==> src/blr_pkg.sv <==
// Package: constants and types of the overhead routing and register bank
package blr_pkg;

    // ------------------------------------------------------------------
    // Register indices (byte address is four times the index)
    // ------------------------------------------------------------------
    localparam logic [7:0] BLR_IDX_DEVICE_IDENTITY = 8'h00;
    localparam logic [7:0] BLR_IDX_MASTER_CONFIG_ONE = 8'h01;
    localparam logic [7:0] BLR_IDX_MASTER_CONFIG_TWO = 8'h02;
    localparam logic [7:0] BLR_IDX_TRANSMIT_PIN_CONFIG = 8'h03;
    localparam logic [7:0] BLR_IDX_RECEIVE_PIN_CONFIG = 8'h04;
    localparam logic [7:0] BLR_IDX_LINE_PIN_CONFIG = 8'h05;
    localparam logic [7:0] BLR_IDX_INTERRUPT_SOURCE = 8'h06;
    localparam logic [7:0] BLR_IDX_MASTER_STATUS = 8'h08;
    localparam logic [7:0] BLR_IDX_MASTER_STATUS_LATCHED = 8'h09;
    localparam logic [7:0] BLR_IDX_MASTER_STATUS_IRQ_ENABLE = 8'h0A;
    localparam logic [7:0] BLR_IDX_TESTER_CONTROL_ONE = 8'h0B;

    // ------------------------------------------------------------------
    // Reset values
    // ------------------------------------------------------------------
    localparam logic [7:0] BLR_RST_MC1 = 8'h04;
    localparam logic [7:0] BLR_RST_ZERO = 8'h00;
    // Identity value is arbitrary
    localparam logic [7:0] BLR_DEVICE_ID = 8'h5A;

    // ------------------------------------------------------------------
    // Field positions
    // ------------------------------------------------------------------
    localparam int unsigned BLR_MC1_RST = 0;
    localparam int unsigned BLR_MC1_TUA1 = 2;
    localparam int unsigned BLR_MC2_PLB = 0;
    localparam int unsigned BLR_MC2_LLB = 1;
    localparam int unsigned BLR_MC2_DLB = 2;
    localparam int unsigned BLR_MC5_TPOSI = 1;
    localparam int unsigned BLR_MC5_TNEGI = 2;
    localparam int unsigned BLR_MC5_TPOSH = 3;
    localparam int unsigned BLR_MC5_TNEGH = 4;
    localparam int unsigned BLR_MC5_RPOSI = 6;
    localparam int unsigned BLR_MC5_RNEGI = 7;
    localparam int unsigned BLR_MSR_LOTC = 6;
    localparam int unsigned BLR_MSR_LORC = 7;
    localparam int unsigned BLR_TCR_EN = 0;
    localparam int unsigned BLR_TCR_MODE = 1;
    localparam int unsigned BLR_ISR_INT1 = 0;

    // ------------------------------------------------------------------
    // Timing: a line clock silent this long counts as lost
    // ------------------------------------------------------------------
    localparam int unsigned BLR_CLK_PERIOD_NS = 4;
    localparam int unsigned BLR_LOC_TIME_NS = 64;
    localparam int unsigned BLR_LOC_CYC = BLR_LOC_TIME_NS / BLR_CLK_PERIOD_NS;

    // ------------------------------------------------------------------
    // Tester modes
    // ------------------------------------------------------------------
    typedef enum logic [1:0] {
        BLR_TM_PAYLOAD = 2'h0,
        BLR_TM_OVERHEAD = 2'h1,
        BLR_TM_PAYLOAD_TX = 2'h2,
        BLR_TM_FULL = 2'h3
    } blr_mode_e;

endpackage

==> src/blr_overhead_route.sv <==
// Module: overhead bit routing between line, framer, tester and registers
//
// Register access over APB was decided locally.
`timescale 1ns/10ps
`default_nettype none
module blr_overhead_route
    import blr_pkg::*;
#(
    parameter int unsigned ADDR_W = 12
) (
    // Clock and reset
    input wire logic clk_sys_i,
    input wire logic nrst_i,
    // APB slave
    input wire logic psel_i,
    input wire logic penable_i,
    input wire logic pwrite_i,
    input wire logic [ADDR_W-1:0] paddr_i,
    input wire logic [31:0] pwdata_i,
    output logic [31:0] prdata_o,
    output logic pready_o,
    output logic pslverr_o,
    output logic irq_o,
    // Line side, from and to the line interface unit
    input wire logic rx_line_clk_i,
    input wire logic rx_line_pos_rail_i,
    input wire logic rx_line_neg_rail_i,
    input wire logic tx_line_clk_i,
    output logic tx_line_pos_rail_o,
    output logic tx_line_neg_rail_o,
    // System side
    input wire logic tx_system_data_in_i,
    output logic rx_system_data_out_o,
    // Framing logic, same clock
    input wire logic rx_oh_pos_i,
    input wire logic tx_oh_pos_i,
    input wire logic tx_cbit_pos_i,
    input wire logic m23_or_e3_i,
    input wire logic fmt_bit_i,
    output logic framer_bit_o,
    output logic framer_bit_vld_o,
    // Bit error tester, same clock
    input wire logic tester_gen_bit_i,
    output logic tester_bit_o,
    output logic tester_bit_vld_o,
    output logic tester_enable_o,
    output logic [1:0] tester_mode_o
);

    // ------------------------------------------------------------------
    // State
    // ------------------------------------------------------------------
    typedef struct packed {
        logic [2:0] rx_clk_s;   // Line clock sync and edge stage
        logic [2:0] tx_clk_s;
        logic [1:0] rx_pos_s;   // Rail syncs, same depth as clock
        logic [1:0] rx_neg_s;
        logic [1:0] tx_system_data_in_s;
        logic tx_pos;           // Transmit rails
        logic tx_neg;
        logic tx_pre;           // Stream before all-ones, for diag loop
        logic rx_system_data_out;
        logic framer_bit;
        logic framer_vld;
        logic tester_bit;
        logic tester_vld;
        logic [7:0] mc1;
        logic [7:0] mc2;
        logic [7:0] mc3;
        logic [7:0] mc4;
        logic [7:0] mc5;
        logic [7:0] master_status_latched;
        logic [7:0] master_status_irq_enable;
        logic [7:0] tcr;
        logic [7:0] rx_idle;    // Cycles since last line clock edge
        logic [7:0] tx_idle;
        logic lorc;
        logic lotc;
        logic [31:0] prdata;
    } blr_state_s;

    blr_state_s st_q;
    blr_state_s st_d;

    // Decoded selects
    logic diag_loopback_en;
    logic line_loopback_en;
    logic tester_on;
    blr_mode_e mode_eff;
    logic rx_edge;
    logic tx_edge;
    logic rx_step;
    logic line_bit;
    logic fmt_oh;
    logic tx_pre;
    logic rx_bit;
    logic [7:0] reg_idx;
    logic addr_ok;
    logic wr_en;
    logic soft_rst;

    // ------------------------------------------------------------------
    // Functions
    // ------------------------------------------------------------------
    // Saturating idle counter step
    function automatic logic [7:0] idle_step(input logic edge_seen,
                                             input logic [7:0] cnt);
        if (edge_seen) begin
            idle_step = 8'h00;
        end else if (cnt == 8'hFF) begin
            idle_step = cnt;
        end else begin
            idle_step = cnt + 8'h01;
        end
    endfunction

    // Register readback by index
    function automatic logic [7:0] reg_read(input blr_state_s s,
                                            input logic [7:0] idx);
        logic [7:0] master_status;
        master_status = 8'h00;
        master_status[BLR_MSR_LORC] = s.lorc;
        master_status[BLR_MSR_LOTC] = s.lotc;
        case (idx)
            BLR_IDX_DEVICE_IDENTITY: reg_read = BLR_DEVICE_ID;
            BLR_IDX_MASTER_CONFIG_ONE: reg_read = s.mc1;
            BLR_IDX_MASTER_CONFIG_TWO: reg_read = s.mc2;
            BLR_IDX_TRANSMIT_PIN_CONFIG: reg_read = s.mc3;
            BLR_IDX_RECEIVE_PIN_CONFIG: reg_read = s.mc4;
            BLR_IDX_LINE_PIN_CONFIG: reg_read = s.mc5;
            BLR_IDX_INTERRUPT_SOURCE: begin
                reg_read = 8'h00;
                reg_read[BLR_ISR_INT1] = |(s.master_status_latched & s.master_status_irq_enable);
            end
            BLR_IDX_MASTER_STATUS: reg_read = master_status;
            BLR_IDX_MASTER_STATUS_LATCHED: reg_read = s.master_status_latched;
            BLR_IDX_MASTER_STATUS_IRQ_ENABLE: reg_read = s.master_status_irq_enable;
            BLR_IDX_TESTER_CONTROL_ONE: reg_read = s.tcr;
            default: reg_read = 8'h00;
        endcase
    endfunction

    // ------------------------------------------------------------------
    // Select decode and bus decode
    // ------------------------------------------------------------------
    // Plain gates so a mode change lands on the very next bit position
    always_comb begin
        diag_loopback_en = st_q.mc2[BLR_MC2_DLB];
        line_loopback_en = st_q.mc2[BLR_MC2_LLB];
        tester_on = st_q.tcr[BLR_TCR_EN];
        mode_eff = tester_on
            ? blr_mode_e'(st_q.tcr[BLR_TCR_MODE +: 2])
            : BLR_TM_PAYLOAD;
        rx_edge = st_q.rx_clk_s[1] & ~st_q.rx_clk_s[2];
        tx_edge = st_q.tx_clk_s[1] & ~st_q.tx_clk_s[2];
        // Diagnostic loopback runs the receiver off the transmit clock;
        // payload loopback has no say here, so diagnostic always wins
        rx_step = diag_loopback_en ? tx_edge : rx_edge;
        line_bit = (st_q.rx_pos_s[1] ^ st_q.mc5[BLR_MC5_RPOSI])
                 | (st_q.rx_neg_s[1] ^ st_q.mc5[BLR_MC5_RNEGI]);
        // C bits copied from transmit input, except in mode 01 where the tester fills overhead
        fmt_oh = (m23_or_e3_i & tx_cbit_pos_i)
               ? st_q.tx_system_data_in_s[1] : fmt_bit_i;
        // Tester fills overhead in mode 01, else the formatter
        if (tx_oh_pos_i && mode_eff == BLR_TM_OVERHEAD) begin
            tx_pre = tester_gen_bit_i;
        end else if (tx_oh_pos_i) begin
            tx_pre = fmt_oh;
        end else begin
            tx_pre = fmt_bit_i;
        end
        // Receive source: looped transmit stream or the line
        rx_bit = diag_loopback_en ? st_q.tx_pre : line_bit;
        reg_idx = 8'(paddr_i[ADDR_W-1:2]);
        addr_ok = (paddr_i[1:0] == 2'h0)
               && (paddr_i[ADDR_W-1:2]
                   <= (ADDR_W-2)'(BLR_IDX_TESTER_CONTROL_ONE))
               && (reg_idx != 8'h07);
        wr_en = psel_i & penable_i & pwrite_i & addr_ok;
        soft_rst = st_q.mc1[BLR_MC1_RST];
    end

    // ------------------------------------------------------------------
    // Next state
    // ------------------------------------------------------------------
    always_comb begin
        st_d = st_q;
        // Line clock and rail synchronisers
        st_d.rx_clk_s = {st_q.rx_clk_s[1:0], rx_line_clk_i};
        st_d.tx_clk_s = {st_q.tx_clk_s[1:0], tx_line_clk_i};
        st_d.rx_pos_s = {st_q.rx_pos_s[0], rx_line_pos_rail_i};
        st_d.rx_neg_s = {st_q.rx_neg_s[0], rx_line_neg_rail_i};
        st_d.tx_system_data_in_s = {st_q.tx_system_data_in_s[0], tx_system_data_in_i};
        st_d.framer_vld = 1'b0;
        st_d.tester_vld = 1'b0;
        // Transmit side, one bit per transmit clock edge
        if (tx_edge) begin
            st_d.tx_pre = tx_pre;
            if (line_loopback_en) begin
                // Raw rails out; formatter and tester output reach only the diag tap
                st_d.tx_pos = st_q.rx_pos_s[1];
                st_d.tx_neg = st_q.rx_neg_s[1];
            end else if (st_q.mc1[BLR_MC1_TUA1]) begin
                // Unframed all ones, applied after the diag tap
                st_d.tx_pos = 1'b1;
                st_d.tx_neg = 1'b0;
            end else begin
                st_d.tx_pos = tx_pre;
                st_d.tx_neg = 1'b0;
            end
            // Transmit-input modes feed the tester here
            if (mode_eff == BLR_TM_FULL) begin
                st_d.tester_bit = st_q.tx_system_data_in_s[1];
                st_d.tester_vld = 1'b1;
            end else if (mode_eff == BLR_TM_PAYLOAD_TX && !tx_oh_pos_i) begin
                st_d.tester_bit = st_q.tx_system_data_in_s[1];
                st_d.tester_vld = 1'b1;
            end
        end
        // Receive side, one bit per receive step
        if (rx_step) begin
            st_d.framer_bit = rx_bit;
            st_d.framer_vld = 1'b1;
            // Tester result replaces receive output in mode 11, and off overhead positions in mode 10
            if (mode_eff == BLR_TM_FULL) begin
                st_d.rx_system_data_out = tester_gen_bit_i;
            end else if (mode_eff == BLR_TM_PAYLOAD_TX && !rx_oh_pos_i) begin
                st_d.rx_system_data_out = tester_gen_bit_i;
            end else begin
                st_d.rx_system_data_out = rx_bit;
            end
            // Received overhead reaches the tester only in mode 01
            if (mode_eff == BLR_TM_OVERHEAD
                || (mode_eff == BLR_TM_PAYLOAD && !rx_oh_pos_i)) begin
                st_d.tester_bit = rx_bit;
                st_d.tester_vld = 1'b1;
            end
        end
        // Loss of line clock, counted on the sync output only
        st_d.rx_idle = idle_step(st_q.rx_clk_s[1] ^ st_q.rx_clk_s[2],
                                 st_q.rx_idle);
        st_d.tx_idle = idle_step(st_q.tx_clk_s[1] ^ st_q.tx_clk_s[2],
                                 st_q.tx_idle);
        st_d.lorc = (st_q.rx_idle >= 8'(BLR_LOC_CYC));
        st_d.lotc = (st_q.tx_idle >= 8'(BLR_LOC_CYC));
        // Register writes on the APB access edge
        if (wr_en) begin
            case (reg_idx)
                BLR_IDX_MASTER_CONFIG_ONE: st_d.mc1 = pwdata_i[7:0];
                BLR_IDX_MASTER_CONFIG_TWO: st_d.mc2 = pwdata_i[7:0];
                BLR_IDX_TRANSMIT_PIN_CONFIG: st_d.mc3 = pwdata_i[7:0];
                BLR_IDX_RECEIVE_PIN_CONFIG: st_d.mc4 = pwdata_i[7:0];
                BLR_IDX_LINE_PIN_CONFIG: st_d.mc5 = pwdata_i[7:0];
                BLR_IDX_MASTER_STATUS_LATCHED:
                    st_d.master_status_latched = st_q.master_status_latched & ~pwdata_i[7:0];
                BLR_IDX_MASTER_STATUS_IRQ_ENABLE:
                    st_d.master_status_irq_enable = pwdata_i[7:0];
                BLR_IDX_TESTER_CONTROL_ONE: st_d.tcr = pwdata_i[7:0];
                default: st_d.tcr = st_q.tcr;  // Read-only indices
            endcase
        end
        // Rising loss events latch; set wins over a same-cycle clear
        st_d.master_status_latched[BLR_MSR_LORC] = st_d.master_status_latched[BLR_MSR_LORC]
                                | (st_d.lorc & ~st_q.lorc);
        st_d.master_status_latched[BLR_MSR_LOTC] = st_d.master_status_latched[BLR_MSR_LOTC]
                                | (st_d.lotc & ~st_q.lotc);
        // Read data captured in the setup phase
        if (psel_i && !penable_i) begin
            st_d.prdata = {24'h000000, reg_read(st_q, reg_idx)};
        end
        // Soft reset loads the bank reset values but keeps the reset bit itself
        if (soft_rst) begin
            st_d.mc1[7:1] = BLR_RST_MC1[7:1];
            st_d.mc2 = BLR_RST_ZERO;
            st_d.mc3 = BLR_RST_ZERO;
            st_d.mc4 = BLR_RST_ZERO;
            st_d.mc5 = BLR_RST_ZERO;
            st_d.master_status_latched = BLR_RST_ZERO;
            st_d.master_status_irq_enable = BLR_RST_ZERO;
            st_d.tcr = BLR_RST_ZERO;
        end
    end

    // ------------------------------------------------------------------
    // State register
    // ------------------------------------------------------------------
    // Synchronous reset, constants only
    always_ff @(posedge clk_sys_i) begin
        if (!nrst_i) begin
            st_q <= '0;
            st_q.mc1 <= BLR_RST_MC1;
        end else begin
            st_q <= st_d;
        end
    end

    // ------------------------------------------------------------------
    // Outputs
    // ------------------------------------------------------------------
    always_comb begin
        tx_line_pos_rail_o = (st_q.tx_pos ^ st_q.mc5[BLR_MC5_TPOSI])
                           | st_q.mc5[BLR_MC5_TPOSH];
        tx_line_neg_rail_o = (st_q.tx_neg ^ st_q.mc5[BLR_MC5_TNEGI])
                           | st_q.mc5[BLR_MC5_TNEGH];
        rx_system_data_out_o = st_q.rx_system_data_out;
        framer_bit_o = st_q.framer_bit;
        framer_bit_vld_o = st_q.framer_vld;
        tester_bit_o = st_q.tester_bit;
        tester_bit_vld_o = st_q.tester_vld;
        tester_enable_o = tester_on;
        tester_mode_o = st_q.tcr[BLR_TCR_MODE +: 2];
        irq_o = |(st_q.master_status_latched & st_q.master_status_irq_enable);
        prdata_o = st_q.prdata;
        // Zero-wait slave; unmapped words flag an error
        pready_o = 1'b1;
        pslverr_o = psel_i & penable_i & ~addr_ok;
    end

endmodule // blr_overhead_route
`default_nettype wire

==> config.mk <==
export PLATFORM = sky130hd
export DESIGN_NAME = blr_overhead_route
export DESIGN_NICKNAME = d
export VERILOG_FILES = /design/src/blr_pkg.sv /design/src/blr_overhead_route.sv
export SDC_FILE = /design/constraint.sdc
export NUM_CORES = 1
export LEC_CHECK = 0
export BUFFER_PORTS_ARGS = -buffer_cell sky130_fd_sc_hd__buf_2
export CAP_MARGIN = 20
export CORE_ASPECT_RATIO = 1.2
export CORE_UTILIZATION = 50
export DETAILED_ROUTE_END_ITERATION = 16
export PLACE_DENSITY = 0.74
export SLEW_MARGIN = 20
export SYNTH_ARGS = -nofsm -noshare
export SYNTH_HDL_FRONTEND = slang
export SYNTH_SLANG_ARGS = --single-unit
==> constraint.sdc <==
create_clock -name clk_sys_i -period 3.2 [get_ports clk_sys_i]
set_clock_uncertainty 0.1 [all_clocks]
set_input_delay 0.96 -clock clk_sys_i [delete_from_list [all_inputs] [get_ports clk_sys_i]]
set_output_delay 0.96 -clock clk_sys_i [all_outputs]
set_load 0.005 [all_outputs]
Yosys cells after proc, flatten, opt, wreduce, memory -nomap -nowiden

Cells that the tools add are included.

Word-level logic and storage cells: 124
Register bits: 110
Bits of input ports: 60

Order comparisons: 3
Muxes and demuxes: 20
Equality and inequality tests: 16
Bitwise operators: 29
Reductions and logical operators: 26
Add/sub/neg operators: 2

Operators by type and width:

| cell                                                                               | number |
|---|---|
| 8-bit case mux with 11 select lines                                                | 1 |
| 8-bit by 4-bit equality test with 1-bit output (second input constant)             | 4 |
| 8-bit by 3-bit equality test with 1-bit output (second input constant)             | 3 |
| 24-bit 2-to-1 mux                                                                  | 1 |
| 8-bit 2-to-1 mux                                                                   | 3 |
| 8-bit by 1-bit adder with 8-bit output (second input constant)                     | 2 |
| 8-bit AND                                                                          | 2 |
| 8-bit by 2-bit equality test with 1-bit output (second input constant)             | 2 |
| 8-bit equality test (second input constant)                                        | 2 |
| 8-bit by 5-bit >= comparator with 1-bit output (second input constant)             | 2 |
| 2-bit AND reduction                                                                | 8 |
| 2-bit 2-to-1 mux                                                                   | 7 |
| 10-bit by 4-bit less-or-equal comparator with 1-bit output (second input constant) | 1 |
| 1-bit AND                                                                          | 9 |
| 8-bit by 1-bit equality test with 1-bit output (second input constant)             | 1 |
| 8-bit logical NOT                                                                  | 1 |
| 8-bit by 3-bit inequality test with 1-bit output (second input constant)           | 1 |
| 8-bit NOT                                                                          | 1 |
| 8-bit OR reduction                                                                 | 1 |
| 1-bit logical AND                                                                  | 7 |
| 1-bit 2-to-1 mux                                                                   | 7 |
| 1-bit NOT                                                                          | 6 |
| 2-bit OR reduction                                                                 | 3 |
| 1-bit bitwise XOR                                                                  | 6 |
| other kinds (7)                                                                    | 15 |

Depth between registers and ports, before layout

Gate-level depths: netlist of the first run.

Word-level depth: 8
Mapped depth: 7
Depth with buffers taken out: 6

Least setup slack after synthesis of the first run

Ideal clock, no wire load.

Path kind: input to output
From: input paddr_i[7]
To: output pslverr_o
Stages: 4
Data required time: 2140 ps
Arrival: 2009 ps
Setup slack: 131 ps
Cells stage by stage: or4_4 > buf_6 > a211oi_1 > nor2_1

Word-level cells in the longest chain between the ends: 5
Elaborated cells between the ends (all ways): 6

RTL lines:

| item                                                       | line                      | RTL |
|---|---|---|
| start: declaration                                         | blr_overhead_route.sv:18  | `input wire logic [ADDR_W-1:0] paddr_i,` |
| 10-bit by 4-bit less-or-equal comparator with 1-bit output | blr_overhead_route.sv:177 | `<= (ADDR_W-2)'(BLR_IDX_TESTER_CONTROL_ONE))` |
| 1-bit logical AND                                          | blr_overhead_route.sv:176 | `&& (paddr_i[ADDR_W-1:2]` |
| 1-bit logical AND *                                        | blr_overhead_route.sv:178 | `&& (reg_idx != 8'h07);` |
| 1-bit NOT *                                                | blr_overhead_route.sv:316 | `pslverr_o = psel_i & penable_i & ~addr_ok;` |
| 1-bit AND *                                                | blr_overhead_route.sv:316 |  |
| end: declaration                                           | blr_overhead_route.sv:22  | `output logic pslverr_o,` |

Every way passes the cells marked *; elsewhere a longest branch is shown, timed or not.

Worst setup path after layout of the first run

Ends and elaborated chain as after synthesis.

==> results of run 1 <==
[power breakdown]
group / internal (mW) / total, mW / switching, mW
clock: 0.537 / 1.06 / 0.527
sequential: 1.38 / 1.39 / 0.0111
combinational: 0.0659 / 0.189 / 0.124
[per-stage QoR]
step | hold WS [ps] | instances
2_1_floorplan | 311.9 | 616
3_3_place_gp | 314.2 | 753
3_5_place_dp | 322.7 | 753
4_1_cts | 339.8 | 769
5_1_grt | 356.9 | 769
6_report | 337.5 | 769
[routing by layer]
metal,part of all wire,GRT usage
met1,0.41,0.3044
met2,0.49,0.4009
met3,0.066,0.05423
met4,0.035,0.1029
met5,0,0
[cell usage in the layout, fill, tap and decap left out, drive strengths merged, types with 3 or more instances in the layout]
master | netlist | layout
nor2 | 53 | 53
nand3 | 14 | 14
a31oi | 4 | 4
nor3b | 3 | 3
a21oi | 15 | 15
nor4 | 6 | 6
a2111oi | 3 | 3
nand4b | 4 | 4
nor2b | 7 | 7
inv | 12 | 15
o21ai | 11 | 11
and2 | 15 | 15
buf | 40 | 73
nand2b | 10 | 10
mux2i | 77 | 77
xnor2 | 4 | 4
a22oi | 5 | 5
nand4 | 8 | 8
o22ai | 4 | 4
dfxtp | 110 | 110
o2111ai | 3 | 3
nand3b | 6 | 6
nor3 | 10 | 10
conb | 2 | 25
a22o | 3 | 3
nor4bb | 3 | 3
clkbuf | 25 | 9
ha | 6 | 6
and3 | 5 | 5
a211oi | 6 | 6
nand2 | 72 | 72
xor2 | 4 | 4
nor4b | 3 | 3
mux2 | 5 | 5
[registers in the layout, summed over array words and instances (netlist names)]
name,flops
diag_loopback_en,1
framer_bit_o,1
framer_bit_vld_o,1
line_loopback_en,1
prdata_o,8
rx_system_data_out_o,1
soft_rst,1
st_d,7
st_q,84
tester_bit_o,1
tester_bit_vld_o,1
tester_enable_o,1
tester_mode_o,2
[final timing paths]
check / startpoint / depth (start not counted) / end / slack (ps)
worst min-delay path: st_d[125]$_SDFF_PN0_ / 1 / st_q[125]$_SDFF_PN0_ / 340
worst max-delay path: paddr_i[7] / 5 / pslverr_o / 70
worst max register to register: st_q[35]$_SDFFE_PP0P_ / 5 / st_q[35]$_SDFFE_PP0P_ / 1600
worst min register to register: st_d[125]$_SDFF_PN0_ / 1 / st_q[125]$_SDFF_PN0_ / 340
[area by class of cell]
type	instances	area [sq um]
clock buffer	9	225.2
clock inverter	7	55.05
fill	923	4546
inverter	12	45.04
multi-input combinational	429	2820
sequential	110	2202
tap	129	161.4
timing repair buffer	73	410.4
[logic make-up after synthesis]
kind of cell / Yosys count
adder cells (fa/ha/maj): 6
other: 2
buffers and inverters: 77
AO/OA/AOI/OAI: 77
XOR/XNOR: 8
flip-flops: 110
multiplexers: 82
AND/OR/NAND/NOR: 231
==> run summary, run 1 <==
GP Congestion = 0.8736
Clk root buf = clkbuf_16
Tmin final = 3129 ps
Measured slew at the worst slew-check pin = 885.5 ps
Max transition margin = 0.4096
ANT nets after route = 0
Share of the synthesized area in the top cell type = 0.4110
Biggest area consumer among synthesized cells = dfxtp_1
First-pass GRT wire length = 20580 um
WS Path Type = input pin to output port
H-tree depth = 3
Ys Warns = 0
Max-slew violations = 0
Post-synthesis mux area share = 0.1544
Die width = 96.50 um
Crit path top cell by count = buf_2
Clock buffer depth = 2
Clk slew on worst S/H paths = 80 ps
Cts repair resizes = 0
Final nets = 701
Setup TNS = 0 ps
Status = completed
XOR/XNOR Fraction of Synth Area = 0.01308
Fin util = 0.5656
Post-synth EDFFs = 0
CTS tree = yes
Arrival @ worst endpoint = 2070 ps
PD cells = 447.3 mW/mm^2
Largest net degree at the start of global routing = 41
Synth Flop Type = dfxtp_1
Drt via density = 5.717
Most common cell in the synthesized netlist = dfxtp_1
Buffers plus inverters on the worst setup path = 2
Critical path cell sequence = buf_2, or4_4, a211oi_2, nor2_1, buf_2
Post-Synth Simple-Gate Area = 0.2235
Input/output buffers = 55
Netlist Area Pre-Place = 0.005358 sq mm
Global-route congestion overflow total = 0
Setup bufs post-CTS = 0
Worst EP required = 2140 ps
# diodes = 0
Post-DP HPWL = 9220 um
CTS Sinks = 110
Setup Viol. Count Final = 0
Combinational family with the most area after synthesis = simple AND/OR/NAND/NOR gates
CTS buffer count = 9
Critical path's largest stage delay = 550 ps
Initial antenna violation count = 0
Top delay family on crit path = simple AND/OR/NAND/NOR gates
DR WL/cell = 16.82 um
Max VDD drop = 0.3633 mV
Total wire length = 12930 um
Worst skew pair latency = 350 ps
Synth area leaders = dfxtp_1 41%, mux2i_1 14%, nand2_1 5.0%, buf_4 4.9%, nor2_1 3.7%
Minimum setup slack after placement = 24.80 ps
Vias in the first global route = 4095
Synthesized-area fraction occupied by adder cells = 0.01401
Total power = 2.648 mW
Initial Utilization = 0.5120
Max stage delay cell, worst path = or4_4
Max-cap viol count = 0
Setup slack after layout = 70.77 ps
Pre-antenna DRT Iters = 5
Core area = 0.01047 sq mm
Fmax = 0.3196 GHz
Layout cell share with drive strength beyond 1 = 0.1641
RSZ-0062 raised after global routing = false
Rows = 41
Fin area = 0.005919 sq mm
Critical path capture point type = output port
Iter 0 DRT Violations = 322
Tcrit/Tclk final = 0.9779
Flops & latches, synth = 110
Final hold vios = 0
CP Launch Type = input pin
GRT Total Usage = 0.2437
Placed cell area = 0.005634 sq mm
DR vias = 4396
Synth Area in Compound Gates = 0.1025
Area grow syn2layout = 10.49%
Leak = 2.562 nW
HP Class = flop to flop
Die area = 0.01114 sq mm
Mean area per synthesized cell = 9.035 sq um
Die Y = 115.4 um
Distinct cells, synth = 68
Synth top cells by count = 110 x dfxtp_1, 77 x mux2i_1, 72 x nand2_1, 53 x nor2_1, 35 x buf_4
Post-synthesis sequential area ratio = 0.4110
Mapped Cells = 593
# IOs = 105
Detailed-route DRC error count = 0
Fraction of registers with async set/reset = 0
CP max FO = 2
Hold bufs inserted after CTS = 0
No activity file was read; power rests on OpenSTA's default activity.
==> inputs of run 2 (changes only) <==
--- a/config.mk
+++ b/config.mk
@@ -8,9 +8,9 @@
 export BUFFER_PORTS_ARGS = -buffer_cell sky130_fd_sc_hd__buf_2
 export CAP_MARGIN = 20
 export CORE_ASPECT_RATIO = 1.2
-export CORE_UTILIZATION = 50
+export CORE_UTILIZATION = 30
 export DETAILED_ROUTE_END_ITERATION = 16
-export PLACE_DENSITY = 0.74
+export PLACE_DENSITY = 0.5
 export SLEW_MARGIN = 20
 export SYNTH_ARGS = -nofsm -noshare
 export SYNTH_HDL_FRONTEND = slang
==> run 2 against run 1 <==
Sequential share of layout area decreased by 1.5 points. Fmax is 0.94% lower. Combinational power grew 6%. Cell count is 13% higher.
==> run summary, run 2 (synthesis gave the netlist of run 1 again) <==
Status = completed
Measured slew at the worst slew-check pin = 928.9 ps (+43.33 ps)
Cts repair resizes = 0 (unchanged)
Largest net degree at the start of global routing = 33 (-20%)
Hold path start = st_d[123]$_SDFF_PN0_
Core area = 0.01751 sq mm (+67%)
GP Congestion = 0.8315 (-4.8%)
Setup Viol. Count Final = 0 (unchanged)
Global-route congestion overflow total = 0 (unchanged)
Die width = 124.0 um (+28%)
DR vias = 4332 (-1.5%)
Setup bufs post-CTS = 0 (unchanged)
Total wire length = 14800 um (+14%)
Worst EP required = 2140 ps (about the same)
Post-DP HPWL = 10860 um (+18%)
Setup slack, reg-to-reg = 1570 ps (-30 ps)
Drt via density = 4.985 (-13%)
DR WL met2 = 7561 um (+20%)
Area grow syn2layout = 15.02%
Tcrit/Tclk final = 0.9872 (+0.009276)
Crit path top cell by count = buf_2
Total power = 2.873 mW (+8.5%)
Initial Utilization = 0.3060 (-0.2059)
HP Class = flop to flop
Fmax = 0.3166 GHz (-0.94%)
Top delay family on crit path = simple AND/OR/NAND/NOR gates
Critical path capture point type = output port
Worst skew pair latency = 360 ps (about the same)
Crit path from = paddr_i[7]
Arrival @ worst endpoint = 2100 ps (+30 ps)
PD cells = 466.2 mW/mm^2 (+4.2%)
# diodes = 0 (unchanged)
Iter 0 DRT Violations = 235 (-27%)
Initial antenna violation count = 0 (unchanged)
Largest register by flop count = st_q
CP Launch Type = input pin
Detailed-route DRC error count = 0 (unchanged)
Layout cell share with drive strength beyond 1 = 0.1741 (+0.01005)
WS Path Type = input pin to output port
Critical path cell sequence = buf_2, or4_4, a211oi_1, nor2_1, buf_2
Clock buffer depth = 2 (unchanged)
CTS buffer count = 9 (unchanged)
FF-to-FF Start = st_q[65]$_SDFFE_PP0P_
Max-slew violations = 0 (unchanged)
Commonest non-fill, non-tap cell in the layout = dfxtp_1
ANT nets after route = 0 (unchanged)
Leak = 2.641 nW (+3.1%)
Clk root buf = clkbuf_16
Setup TNS = 0 ps (unchanged)
Max stage delay cell, worst path = or4_4
Final nets = 710 (+1.3%)
Commonest cells after routing, fill and taps aside = 110 x dfxtp_1, 77 x mux2i_1, 72 x nand2_1
Die Y = 148.4 um (+29%)
CP max FO = 2 (unchanged)
Hold bufs inserted after CTS = 0 (unchanged)
Input/output buffers = 55 (unchanged)
Max transition margin = 0.3808 (-0.02889)
Top routing layer used = met4
CTS tree = yes
Pre-antenna DRT Iters = 5 (unchanged)
Die area = 0.01840 sq mm (+65%)
Final hold vios = 0 (unchanged)
Fillcell total = 1852 (+100%)
Buffers plus inverters on the worst setup path = 2 (unchanged)
RSZ-0062 raised after global routing = false
# IOs = 105 (unchanged)
H-tree depth = 3 (unchanged)
CTS Sinks = 110 (unchanged)
Critical path's largest stage delay = 530 ps (-20 ps)
Tmin final = 3159 ps (+29.68 ps)
Metal3 WL = 498 um (-42%)
Vias in the first global route = 4200 (+2.6%)
Max reg flops = 84 (unchanged)
Max VDD drop = 0.2401 mV (-34%)
Rows = 53 (+29%)
Wl on met1 = 6287 um (+19%)
GRT Total Usage = 0.1680 (-0.07564)
Max-cap viol count = 0 (unchanged)
DR WL/cell = 17.03 um (+1.3%)
First-pass GRT wire length = 23050 um (+12%)
Clk slew on worst S/H paths = 70 ps (about the same)
## run 2: final cells by class
| type | count | area (sq um) | share of cell area |
|---|---|---|---|
| repair buffers | 82 | 478.0 | 0.07756 |
| multi-input cells | 429 | 2820 | 0.4577 |
| clock buffers | 11 | 252.7 | 0.04102 |
| clock inverters | 5 | 88.84 | 0.01442 |
| well taps | 220 | 275.3 | 0.04467 |
| flip-flops and latches | 110 | 2202 | 0.3574 |
| inverters | 12 | 45.04 | 0.007310 |
## run 2: path summary, 6_finish.rpt
check                             endpoint  depth (start not counted)
setup / recovery                 pslverr_o                          5
hold / removal        st_q[123]$_SDFF_PN0_                          1
setup reg to reg  prdata_o[7]$_SDFFE_PN0P_                          5
hold reg to reg       st_q[123]$_SDFF_PN0_                          1
## run 2: metrics by stage
stage | util | instance area [sq um] | worst slack [ps] | hold slack, ps | cells
2_1_floorplan | - | 5444 | 131.5 | 311.9 | 616
3_5_place_dp | 0.3325 | 5821 | 34.71 | 321.9 | 853
6_report | 0.3520 | 6162 | 41.09 | 335.2 | 869
3_3_place_gp | 0.3325 | 5821 | 39.39 | 314.7 | 853
5_1_grt | 0.3520 | 6162 | 0.7951 | 352.1 | 869
4_1_cts | 0.3520 | 6162 | 40.55 | 340.1 | 869
## run 2: metal layers
metal  GRT usage  up-vias
li1            -     2142
met1      0.2029     2071
met3     0.02531       22
met5           0        -
met2      0.2894       97
met4     0.07738        0
## run 2: power by group
group          total, mW  internal, mW  switching [mW]
clock               1.28         0.740           0.539
sequential          1.39          1.38          0.0104
combinational      0.201        0.0695           0.132
